$ cat config.mk
export PLATFORM = sky130hd
export DESIGN_NAME = arrc_top
export DESIGN_NICKNAME = d
export VERILOG_FILES = /design/src/hw/arrc_pkg.sv /design/src/hw/arrc_top.sv /design/src/hw/arrc_conv_seq.sv /design/src/hw/arrc_chop_avg.sv
export SDC_FILE = /design/constraint.sdc
export NUM_CORES = 1
export LEC_CHECK = 0
export ABC_AREA = 1
export BUFFER_PORTS_ARGS = -buffer_cell sky130_fd_sc_hd__buf_2
export CAP_MARGIN = 20
export CORE_ASPECT_RATIO = 0.75
export CORE_MARGIN = 8
export CORE_UTILIZATION = 63
export DETAILED_ROUTE_END_ITERATION = 7
export PLACE_DENSITY = 0.9
export SETUP_SLACK_MARGIN = 0.3
export SLEW_MARGIN = 40
export SYNTH_ARGS = -nofsm -noshare
export SYNTH_HDL_FRONTEND = slang
export SYNTH_HIERARCHICAL = 1
export SYNTH_SLANG_ARGS = --single-unit
$ cat constraint.sdc
create_clock -name clock -period 3.7 [get_ports clock]
set_input_delay 0 -clock clock [delete_from_list [all_inputs] [get_ports clock]]
set_output_delay 0 -clock clock [all_outputs]
set_load 0.02 [all_outputs]
$ cat src/hw/arrc_pkg.sv
// package for the rate/mode and reference control register pair.
// assumes a single 125 MHz system clock and an 8-bit register port.
package arrc_pkg;

    // register addresses and reset values
    localparam logic [7:0] ARRC_ADDR_RATE = 8'h04;
    localparam logic [7:0] ARRC_ADDR_REF = 8'h05;
    localparam logic [7:0] ARRC_RST_RATE = 8'h14;
    localparam logic [7:0] ARRC_RST_REF = 8'h10;
    localparam logic [7:0] ARRC_READ_ZERO = 8'h00;

    // rate/mode register layout, msb first
    typedef struct packed {
        logic chop_en;                // bit 7, global chop
        logic clk_ext;                // bit 6, 1 selects external clock
        logic single_shot;            // bit 5, 1 selects single-shot
        logic low_latency;            // bit 4, 1 selects low-latency filter
        logic [3:0] rate_select_code; // bits 3:0
    } arrc_rate_cfg_s;

    // reference control register layout, msb first
    typedef struct packed {
        logic [1:0] ref_monitor_config;        // bits 7:6
        logic pos_ref_buffer_bypass;           // bit 5
        logic neg_ref_buffer_bypass;           // bit 4
        logic [1:0] ref_source_select;         // bits 3:2
        logic [1:0] internal_ref_power_config; // bits 1:0
    } arrc_ref_cfg_s;

    // reference monitor codes
    typedef enum logic [1:0] {
        ARRC_MON_OFF = 2'b00,
        ARRC_MON_LOW = 2'b01,
        ARRC_MON_LOW_MID = 2'b10,
        ARRC_MON_LOW_PULL = 2'b11
    } arrc_mon_e;

    // reference source codes
    typedef enum logic [1:0] {
        ARRC_SRC_EXT0 = 2'b00,
        ARRC_SRC_EXT1 = 2'b01,
        ARRC_SRC_INT = 2'b10,
        ARRC_SRC_RSVD = 2'b11
    } arrc_src_e;

    // internal reference power codes
    typedef enum logic [1:0] {
        ARRC_PWR_OFF = 2'b00,
        ARRC_PWR_ON_PD_OFF = 2'b01,
        ARRC_PWR_ALWAYS = 2'b10,
        ARRC_PWR_RSVD = 2'b11
    } arrc_pwr_e;

    // clocking: internal oscillator synthesised from the system clock
    localparam int ARRC_SYS_FREQ_KHZ = 125000;
    localparam int ARRC_OSC_FREQ_KHZ = 4096;  // 4.096 MHz oscillator
    localparam int ARRC_MOD_DIV = 16;         // t_mod = 16 oscillator cycles
    localparam int ARRC_ACC_W = $clog2(ARRC_SYS_FREQ_KHZ + ARRC_OSC_FREQ_KHZ);

    // output period at rate code 0000 (2.5 sps) in t_mod units
    localparam int ARRC_MOD_FREQ_HZ = ARRC_OSC_FREQ_KHZ * 1000 / ARRC_MOD_DIV;
    localparam int ARRC_RATE_BASE_TICKS = ARRC_MOD_FREQ_HZ * 2 / 5;

    localparam int ARRC_TICK_W = 24;

    // conversion delay after a restart, in t_mod units
    function automatic logic [ARRC_TICK_W-1:0] arrc_delay_ticks(
        input logic [2:0] code
    );
        logic [ARRC_TICK_W-1:0] t;
        t = 24'h00_1000;
        unique case (code)
            3'h0: t = 24'h00_000E;   // 14
            3'h1: t = 24'h00_0019;   // 25
            3'h2: t = 24'h00_0040;   // 64
            3'h3: t = 24'h00_0100;   // 256
            3'h4: t = 24'h00_0400;   // 1024
            3'h5: t = 24'h00_0800;   // 2048
            3'h6: t = 24'h00_1000;   // 4096
            3'h7: t = 24'h00_1000;
        endcase
        return t;
    endfunction : arrc_delay_ticks

    // sequencer states
    typedef enum logic [1:0] {
        ARRC_SEQ_IDLE = 2'b00,
        ARRC_SEQ_DELAY = 2'b01,
        ARRC_SEQ_CONV = 2'b10
    } arrc_seq_e;

endpackage : arrc_pkg

$ cat src/hw/arrc_top.sv
// rate/mode and reference control registers with their decode,
// modulator clock tick, conversion timing and chop averaging.
// assumes the serial command decoder delivers one-cycle register
// strobes synchronous to the 125 MHz clock.
`timescale 1ns/1ps

module arrc_top #(
    parameter int DATA_W = 24,
    parameter int RATE_BASE_TICKS = arrc_pkg::ARRC_RATE_BASE_TICKS
) (
    // clock and reset
    input wire logic clock,
    input wire logic resetn,
    // register port from the command decoder
    input wire logic reg_wr_en,
    input wire logic reg_rd_en,
    input wire logic [7:0] reg_addr,
    input wire logic [7:0] reg_wr_data,
    output logic [7:0] reg_rd_data,
    // conversion control
    input wire logic start_req,
    input wire logic power_down,
    input wire logic ext_clk_tick,
    input wire logic [2:0] conv_delay_code,
    // raw results from the filter core
    input wire logic raw_valid,
    input wire logic [DATA_W-1:0] raw_data,
    // register contents
    output arrc_pkg::arrc_rate_cfg_s rate_cfg,
    output arrc_pkg::arrc_ref_cfg_s ref_cfg,
    // decoded analog controls
    output logic clk_ext_sel,
    output logic sinc3_sel,
    output logic low_latency_sel,
    output logic ref_low_mon_en,
    output logic ref_mid_mon_en,
    output logic ref_pull_together_en,
    output logic pos_ref_buffer_bypass,
    output logic neg_ref_buffer_bypass,
    output logic ref_src_ext0,
    output logic ref_src_ext1,
    output logic ref_src_internal,
    output logic int_ref_on,
    // conversion timing and results
    output logic mod_tick,
    output logic filter_reset,
    output logic conv_busy,
    output logic conv_ready,
    output logic chop_swap,
    output logic result_valid,
    output logic [DATA_W-1:0] result_data
);
    import arrc_pkg::*;

    if (RATE_BASE_TICKS < 16)
    begin : g_chk
        $error("arrc_top: RATE_BASE_TICKS too small");
    end

    localparam logic [ARRC_ACC_W-1:0] OSC_STEP =
        ARRC_ACC_W'(ARRC_OSC_FREQ_KHZ);
    localparam logic [ARRC_ACC_W-1:0] OSC_WRAP =
        ARRC_ACC_W'(ARRC_SYS_FREQ_KHZ);
    localparam int DIV_W = $clog2(ARRC_MOD_DIV);
    localparam logic [DIV_W-1:0] DIV_LAST = DIV_W'(ARRC_MOD_DIV - 1);

    arrc_rate_cfg_s rate_ff;
    arrc_ref_cfg_s ref_ff;
    logic wr_rate;
    logic wr_ref;
    logic cfg_change;
    logic restart_ff;
    logic [ARRC_ACC_W-1:0] acc_ff;
    logic [ARRC_ACC_W-1:0] nxt_acc;
    logic osc_tick;
    logic src_tick;
    logic [DIV_W-1:0] div_ff;
    logic mod_tick_ff;

    // address decode
    assign wr_rate = reg_wr_en && (reg_addr == ARRC_ADDR_RATE);
    assign wr_ref = reg_wr_en && (reg_addr == ARRC_ADDR_REF);

    // only a write that alters a setting restarts the conversion
    assign cfg_change = (wr_rate && (reg_wr_data != rate_ff))
                     || (wr_ref && (reg_wr_data != ref_ff));

    // rate/mode register; stores every code, reserved ones included
    always_ff @(posedge clock or negedge resetn)
    begin
        if (!resetn)
            rate_ff <= ARRC_RST_RATE;
        else if (wr_rate)
            rate_ff <= reg_wr_data;
    end

    // reference control register
    always_ff @(posedge clock or negedge resetn)
    begin
        if (!resetn)
            ref_ff <= ARRC_RST_REF;
        else if (wr_ref)
            ref_ff <= reg_wr_data;
    end

    assign rate_cfg = rate_ff;
    assign ref_cfg = ref_ff;

    // read data registered; unmapped addresses return zero
    always_ff @(posedge clock or negedge resetn)
    begin
        if (!resetn)
            reg_rd_data <= ARRC_READ_ZERO;
        else if (reg_rd_en)
        begin
            if (reg_addr == ARRC_ADDR_RATE)
                reg_rd_data <= rate_ff;
            else if (reg_addr == ARRC_ADDR_REF)
                reg_rd_data <= ref_ff;
            else
                reg_rd_data <= ARRC_READ_ZERO;
        end
    end

    // registered decode of the mode bits
    always_ff @(posedge clock or negedge resetn)
    begin
        if (!resetn)
        begin
            clk_ext_sel <= 1'b0;
            sinc3_sel <= 1'b0;
            low_latency_sel <= 1'b1;
        end
        else
        begin
            clk_ext_sel <= rate_ff.clk_ext;
            sinc3_sel <= !rate_ff.low_latency;
            low_latency_sel <= rate_ff.low_latency;
        end
    end

    // reference monitor decode
    always_ff @(posedge clock or negedge resetn)
    begin
        if (!resetn)
        begin
            ref_low_mon_en <= 1'b0;
            ref_mid_mon_en <= 1'b0;
            ref_pull_together_en <= 1'b0;
        end
        else
        begin
            unique case (arrc_mon_e'(ref_ff.ref_monitor_config))
                ARRC_MON_OFF:
                begin
                    ref_low_mon_en <= 1'b0;
                    ref_mid_mon_en <= 1'b0;
                    ref_pull_together_en <= 1'b0;
                end
                ARRC_MON_LOW:
                begin
                    ref_low_mon_en <= 1'b1;
                    ref_mid_mon_en <= 1'b0;
                    ref_pull_together_en <= 1'b0;
                end
                ARRC_MON_LOW_MID:
                begin
                    ref_low_mon_en <= 1'b1;
                    ref_mid_mon_en <= 1'b1;
                    ref_pull_together_en <= 1'b0;
                end
                ARRC_MON_LOW_PULL:
                begin
                    ref_low_mon_en <= 1'b1;
                    ref_mid_mon_en <= 1'b0;
                    ref_pull_together_en <= 1'b1;
                end
            endcase
        end
    end

    // buffers and source; reserved source code selects nothing, so
    // the converter never sees two references shorted together
    always_ff @(posedge clock or negedge resetn)
    begin
        if (!resetn)
        begin
            pos_ref_buffer_bypass <= 1'b0;
            neg_ref_buffer_bypass <= 1'b1;
            ref_src_ext0 <= 1'b1;
            ref_src_ext1 <= 1'b0;
            ref_src_internal <= 1'b0;
        end
        else
        begin
            pos_ref_buffer_bypass <= ref_ff.pos_ref_buffer_bypass;
            neg_ref_buffer_bypass <= ref_ff.neg_ref_buffer_bypass;
            ref_src_ext0 <= (ref_ff.ref_source_select == ARRC_SRC_EXT0);
            ref_src_ext1 <= (ref_ff.ref_source_select == ARRC_SRC_EXT1);
            ref_src_internal <=
                (ref_ff.ref_source_select == ARRC_SRC_INT);
        end
    end

    // internal reference power; the buffer bypass advice is left to
    // software, hardware does not force it
    always_ff @(posedge clock or negedge resetn)
    begin
        if (!resetn)
            int_ref_on <= 1'b0;
        else
        begin
            unique case (arrc_pwr_e'(ref_ff.internal_ref_power_config))
                ARRC_PWR_ON_PD_OFF: int_ref_on <= !power_down;
                ARRC_PWR_ALWAYS: int_ref_on <= 1'b1;
                ARRC_PWR_OFF, ARRC_PWR_RSVD: int_ref_on <= 1'b0;
            endcase
        end
    end

    // fractional divider: exact 4.096 mhz mean rate from 125 mhz
    always_comb
    begin
        nxt_acc = acc_ff + OSC_STEP;
        if (nxt_acc >= OSC_WRAP)
            nxt_acc = nxt_acc - OSC_WRAP;
    end
    assign osc_tick = (acc_ff + OSC_STEP) >= OSC_WRAP;

    always_ff @(posedge clock or negedge resetn)
    begin
        if (!resetn)
            acc_ff <= '0;
        else
            acc_ff <= nxt_acc;
    end

    // clock source mux, then divide down to the modulator rate
    assign src_tick = rate_ff.clk_ext ? ext_clk_tick : osc_tick;

    always_ff @(posedge clock or negedge resetn)
    begin
        if (!resetn)
        begin
            div_ff <= '0;
            mod_tick_ff <= 1'b0;
        end
        else
        begin
            mod_tick_ff <= src_tick && (div_ff == DIV_LAST);
            if (src_tick)
                div_ff <= div_ff + DIV_W'(1);
        end
    end
    assign mod_tick = mod_tick_ff;

    // filter reset pulse on a setting change or a start request
    always_ff @(posedge clock or negedge resetn)
    begin
        if (!resetn)
            restart_ff <= 1'b0;
        else
            restart_ff <= !power_down && (cfg_change || start_req);
    end
    assign filter_reset = restart_ff;

    arrc_conv_seq #(
        .RATE_BASE_TICKS(RATE_BASE_TICKS)
    ) u_seq (
        .clock(clock),
        .resetn(resetn),
        .mod_tick(mod_tick_ff),
        .restart(restart_ff),
        .stop(power_down),
        .single_shot(rate_ff.single_shot),
        .rate_select_code(rate_ff.rate_select_code),
        .conv_delay_code(conv_delay_code),
        .conv_ready(conv_ready),
        .busy(conv_busy)
    );

    arrc_chop_avg #(
        .DATA_W(DATA_W)
    ) u_chop (
        .clock(clock),
        .resetn(resetn),
        .chop_en(rate_ff.chop_en),
        .flush(restart_ff),
        .raw_valid(raw_valid),
        .raw_data(raw_data),
        .chop_swap(chop_swap),
        .result_valid(result_valid),
        .result_data(result_data)
    );

endmodule : arrc_top

$ cat src/hw/arrc_conv_seq.sv
// conversion timing sequencer: first-result delay, then one period per
// result. assumes a one-cycle modulator tick enable from the parent.
`timescale 1ns/1ps
module arrc_conv_seq #(
    parameter int RATE_BASE_TICKS = arrc_pkg::ARRC_RATE_BASE_TICKS
) (
    // clock and reset
    input wire logic clock,
    input wire logic resetn,
    // control
    input wire logic mod_tick,
    input wire logic restart,
    input wire logic stop,
    input wire logic single_shot,
    input wire logic [3:0] rate_select_code,
    input wire logic [2:0] conv_delay_code,
    // status
    output logic conv_ready,
    output logic busy
);
    import arrc_pkg::*;

    if (RATE_BASE_TICKS < 16 || RATE_BASE_TICKS >= (1 << ARRC_TICK_W))
    begin : g_chk
        $error("arrc_conv_seq: RATE_BASE_TICKS out of range");
    end

    localparam logic [ARRC_TICK_W-1:0] BASE_T =
        ARRC_TICK_W'(RATE_BASE_TICKS);

    arrc_seq_e state_ff;
    logic [ARRC_TICK_W-1:0] cnt_ff;
    logic [ARRC_TICK_W-1:0] period;
    logic cnt_end;

    // each rate code halves the period; never below one tick
    assign period = ((BASE_T >> rate_select_code) == '0) ?
        ARRC_TICK_W'(1) : (BASE_T >> rate_select_code);
    assign cnt_end = mod_tick && (cnt_ff <= ARRC_TICK_W'(1));
    assign busy = (state_ff != ARRC_SEQ_IDLE);

    // state and tick counter; restart wins over everything but stop
    always_ff @(posedge clock or negedge resetn)
    begin
        if (!resetn)
        begin
            state_ff <= ARRC_SEQ_IDLE;
            cnt_ff <= '0;
        end
        else if (stop)
        begin
            state_ff <= ARRC_SEQ_IDLE;
            cnt_ff <= '0;
        end
        else if (restart)
        begin
            state_ff <= ARRC_SEQ_DELAY;
            cnt_ff <= arrc_delay_ticks(conv_delay_code);
        end
        else
        begin
            unique case (state_ff)
                ARRC_SEQ_IDLE: cnt_ff <= '0;
                ARRC_SEQ_DELAY, ARRC_SEQ_CONV:
                begin
                    if (cnt_end)
                    begin
                        // single-shot ends after one result
                        state_ff <= single_shot ? ARRC_SEQ_IDLE
                                                : ARRC_SEQ_CONV;
                        cnt_ff <= period;
                    end
                    else if (mod_tick)
                        cnt_ff <= cnt_ff - ARRC_TICK_W'(1);
                end
                default:
                begin
                    state_ff <= ARRC_SEQ_IDLE;
                    cnt_ff <= '0;
                end
            endcase
        end
    end

    // one-cycle result strobe
    always_ff @(posedge clock or negedge resetn)
    begin
        if (!resetn)
            conv_ready <= 1'b0;
        else
            conv_ready <= !stop && !restart && busy && cnt_end;
    end

endmodule : arrc_conv_seq

$ cat src/hw/arrc_chop_avg.sv
// global chop: swaps input polarity per result and averages pairs.
// assumes raw results arrive as one-cycle valid strobes.
`timescale 1ns/1ps
module arrc_chop_avg #(
    parameter int DATA_W = 24
) (
    // clock and reset
    input wire logic clock,
    input wire logic resetn,
    // control
    input wire logic chop_en,
    input wire logic flush,
    // raw results from the filter
    input wire logic raw_valid,
    input wire logic [DATA_W-1:0] raw_data,
    // averaged output
    output logic chop_swap,
    output logic result_valid,
    output logic [DATA_W-1:0] result_data
);
    if (DATA_W < 2 || DATA_W > 32)
    begin : g_chk
        $error("arrc_chop_avg: DATA_W out of range");
    end

    logic [DATA_W-1:0] first_ff;
    logic [DATA_W:0] diff;

    // second reading is taken swapped, so subtract to cancel offset
    assign diff = {first_ff[DATA_W-1], first_ff}
                - {raw_data[DATA_W-1], raw_data};

    // swap toggles after each reading; flush restarts the pair
    always_ff @(posedge clock or negedge resetn)
    begin
        if (!resetn)
            chop_swap <= 1'b0;
        else if (flush || !chop_en)
            chop_swap <= 1'b0;
        else if (raw_valid)
            chop_swap <= !chop_swap;
    end

    // hold the first reading of a pair
    always_ff @(posedge clock or negedge resetn)
    begin
        if (!resetn)
            first_ff <= '0;
        else if (raw_valid && !chop_swap)
            first_ff <= raw_data;
    end

    // output register: passthrough, or mean of the pair
    always_ff @(posedge clock or negedge resetn)
    begin
        if (!resetn)
        begin
            result_valid <= 1'b0;
            result_data <= '0;
        end
        else
        begin
            result_valid <= 1'b0;
            if (raw_valid && !flush && !chop_en)
            begin
                result_valid <= 1'b1;
                result_data <= raw_data;
            end
            else if (raw_valid && !flush && chop_swap)
            begin
                result_valid <= 1'b1;
                result_data <= diff[DATA_W:1];
            end
        end
    end

endmodule : arrc_chop_avg

==> impl_results.md <==
* Commonest non-fill, non-tap cell in the layout: nand2_1
* CTS root buf: clkbuf_16
* Bufs and invs on worst path at 3
* CP peak stage delay at 0.65 ns
* Synth unique cells at 45
* Initial DRC count at ~1,200
* Flops & latches, synth at 133
* Met2 Usage GRT at 0.4385
* Initial antenna violation count at 0
* WP data arrival at roughly 2.7 ns
* Area grow syn2layout at 19.97%
* Final Hold Fails at 0
* Total negative slack at 0 ns
* Initial Util at 0.6383
* Clock skew at approximately 0.011 ns
* Grt met3 use at 0.07237
* Nets@finish at 1,580
* Status: finished, final reports clean
* Share of cells above drive strength 1 at 0.1595
* Part of the cycle the worst path needs at 0.6244
* Largest net degree at the start of global routing at 105
* CP Launch Point: u_seq/state_ff[0]$_DFFE_PN0P_
* Grt total ovfl at 0
* Rows at 38
* Total Wirelength at between 20 and 30 mm
* Num CTS Buffers at 17
* CP Launch Type: register
* Clock Path Buffers at 2
* Via count at 9,233
* WL per Instance at between 15 and 20 um
* Leakage power total at 6.000 nW
* F_max at roughly 0.43 GHz
* CP max-delay cell: ha_1
* CP delay by family, top: adder cells
* Avg Cell Area, Syn at 6.875 um2
* R2R cell count at 8
* GR Util met1 at 0.4004
* Clock transition at the registers of the reported paths at 0.06 ns
* CTS tree: built
* P per Cell Area at roughly 440 nW/um2
* WHS at between 0.003 and 0.004 ns
* Max_slew headroom at 0.4801
* Layout fillers at 1,058
* CTS H-Tree Depth at 4
* DRC violations left at 0
* Worst setup path end: u_seq/cnt_ff[5]$_DFFE_PN0P_
* Worst Setup End Kind: register
* Via density at 5.415
* Origin of the critical flop-to-flop path: u_seq/state_ff[0]$_DFFE_PN0P_
* Cells along the critical path: inv_1 > ha_1 > inv_1 > nor2_4 > inv_1 > nor2_1 > o211ai_1 > o21ai_1
* Die Width at between 150 and 200 um
* Final Max Slew Viols at 0
* # IOs at approximately 120
* Clock sink count at 133
* RSZ-0062 raised after global routing: false
* Setup violations, final at 0
* Height of the chip at 120.5 um
* Levels on crit path at 8
* Min-delay worst type: input port to async pin
* GR Util All Layers at 0.2882
* Required time worst endpoint at about 4.1 ns
* Crit Path Class: register to register
* Register area share after synthesis at 0.3640
* Router iterations before antenna repair at 8
* Post-Syn Instances at 1,333
* Syn nets at 1,421
* Half-perimeter wire length after placement at 18.48 mm
* Worst vdd ir at 344.3 uV
* Non-filler cells, final at 1,705
* RD Place Congestion at 0.9817
* Insertion delay to the later sink of the worst-skew pair at 0.43 ns
* Post_cts resized at 0
* R2R Setup Slk at 1.39 ns
* Wire length of the first global-routing pass at ~44 mm
* Port bufs at 116
* Slew of the pin with the lowest slew margin at 0.7798 ns
* Design area at around 11,000 um2
* Die area at 18,700 um2
* Vias in the first global route at between 8,000 and 9,000
* Most used cell, CP: inv_1
* Worst-path fanout max at 20
* Post-route ant nets at 0
* Max_cap viols at 0
* Reg2Reg Capture Point: u_seq/cnt_ff[5]$_DFFE_PN0P_
* Most frequent cells in the layout: 435 x nand2_1, 223 x inv_1, 127 x dfrtp_1
* Syn Std Cell Area at 9165 um2
* Fin crit period at between 2 and 2.5 ns
* Gr busiest metal: met2
* Diodes inserted at 0
* Core outline area at between 10,000 and 15,000 um2
* Inst Count DP at roughly 1,600
* Synth warn at 6
* Placed cell areas at 9866 um2
worst min-delay path by stage:
stage / cells after the start / startpoint / slack (ns) / to
2_1_floorplan: 0 / resetn / -0.30 / acc_ff[10]$_DFFE_PN0P_
5_1_grt: 2 / resetn / 0.02 / u_chop/first_ff[9]$_DFFE_PN0P_
4_1_cts: 5 / reg_addr[2] / 0.08 / reg_rd_data[7]$_DFFE_PN0P_
6_report: 2 / resetn / 0.003 / ref_low_mon_en$_DFF_PN0_
3_5_place_dp: 1 / resetn / 0.09 / u_chop/result_data[4]$_DFFE_PN0P_
3_3_place_gp: 1 / resetn / 0.18 / u_chop/result_data[4]$_DFFE_PN0P_
worst register-to-register path, delay by kind of cell, from the launching register on:
kind | cells | cell delay [ns]
buffers and inverters | 3 | 0.30
and+or+nand+nor | 2 | 0.63
DFF | 1 | 0.35
adders and majority gates | 1 | 0.65
AOI/OAI and AO/OA | 2 | 0.30
logic make-up after synthesis:
kind of cell / share of synthesized area
AND/OR/NAND/NOR: 0.3537
buffers and inverters: 0.1156
AO/OA/AOI/OAI: 0.09338
flip-flops: 0.3640
adder cells (fa/ha/maj): 0.05133
XOR/XNOR: 0.02198
cell usage after synthesis (all sizes together):
master,n,area [um2]
fa,1,20.02
buf,19,140.1
o21bai,6,48.80
a21oi,34,181.4
and2,2,12.51
o211ai,4,35.03
clkbuf,8,30.03
o22ai,2,12.51
inv,237,889.6
nor3,13,103.9
dfrtp,127,3178
a221oi,1,15.01
o31ai,1,7.510
ha,36,450.4
nand3,121,640.6
nand2,454,1775
o21ai,79,436.7
nand3b,6,45.04
o221ai,7,61.31
dfstp,6,157.7
a21boi,1,7.510
xor2,12,105.1
a31oi,8,50.05
xnor2,11,96.34
nand4,17,106.4
or2,2,15.02
nor2,118,543.0
routing by layer:
metal  wire length, um  up-vias  part of all wire
li1                  -     4502                 -
met1             11760     4216              0.44
met2             11630      482              0.44
met3              2786       33              0.10
met4               412        0             0.015
met5                 0        -                 0
metrics by stage:
stage                     setup WS [ns]    util  power, mW
after global placement            1.632  0.6868      2.903
after CTS                         1.443  0.7639      4.837
after global routing              1.215  0.7658      5.098
after detailed placement          1.565  0.6871      2.938
after floorplan                   1.995       -      2.577
final                             1.390  0.7658      4.865
repair_timing:
action | in CTS | in global routing
hold endpoints to repair | 179 | 0
buffers inserted | 0 | 0
hold buffers | 46 | 0
flip-flops by register name, indices dropped and copies added (netlist names), 2 cells and up:
| register | cells |
|---|---|
| u_chop/first_ff | 24 |
| u_chop/result_data | 24 |
| u_seq/cnt_ff | 24 |
| acc_ff | 14 |
| rate_cfg | 8 |
| ref_cfg | 8 |
| reg_rd_data | 8 |
| div_ff | 4 |
| u_seq/state_ff | 2 |
where the power goes:
| part | total (mW) | switching (mW) | leakage, nW | internal, mW |
|---|---|---|---|---|
| Combinational | 1.33 | 0.871 | 4.03 | 0.455 |
| Sequential | 1.68 | 0.104 | 1.66 | 1.57 |
| Clock | 1.86 | 0.713 | 0.313 | 1.15 |
| Total | 4.87 | 1.69 | 6.00 | 3.18 |
cell type report:
type	count	area (um2)	share of cell area
clock inverters	15	216.5	0.01969
multi-input cells	936	4770	0.4338
inverters	237	889.6	0.08091
well taps	200	250.2	0.02276
repair buffers	167	1109	0.1008
flip-flops and latches	133	3336	0.3034
clock buffers	17	425.4	0.03869
No activity file was read; power rests on OpenSTA's default activity.
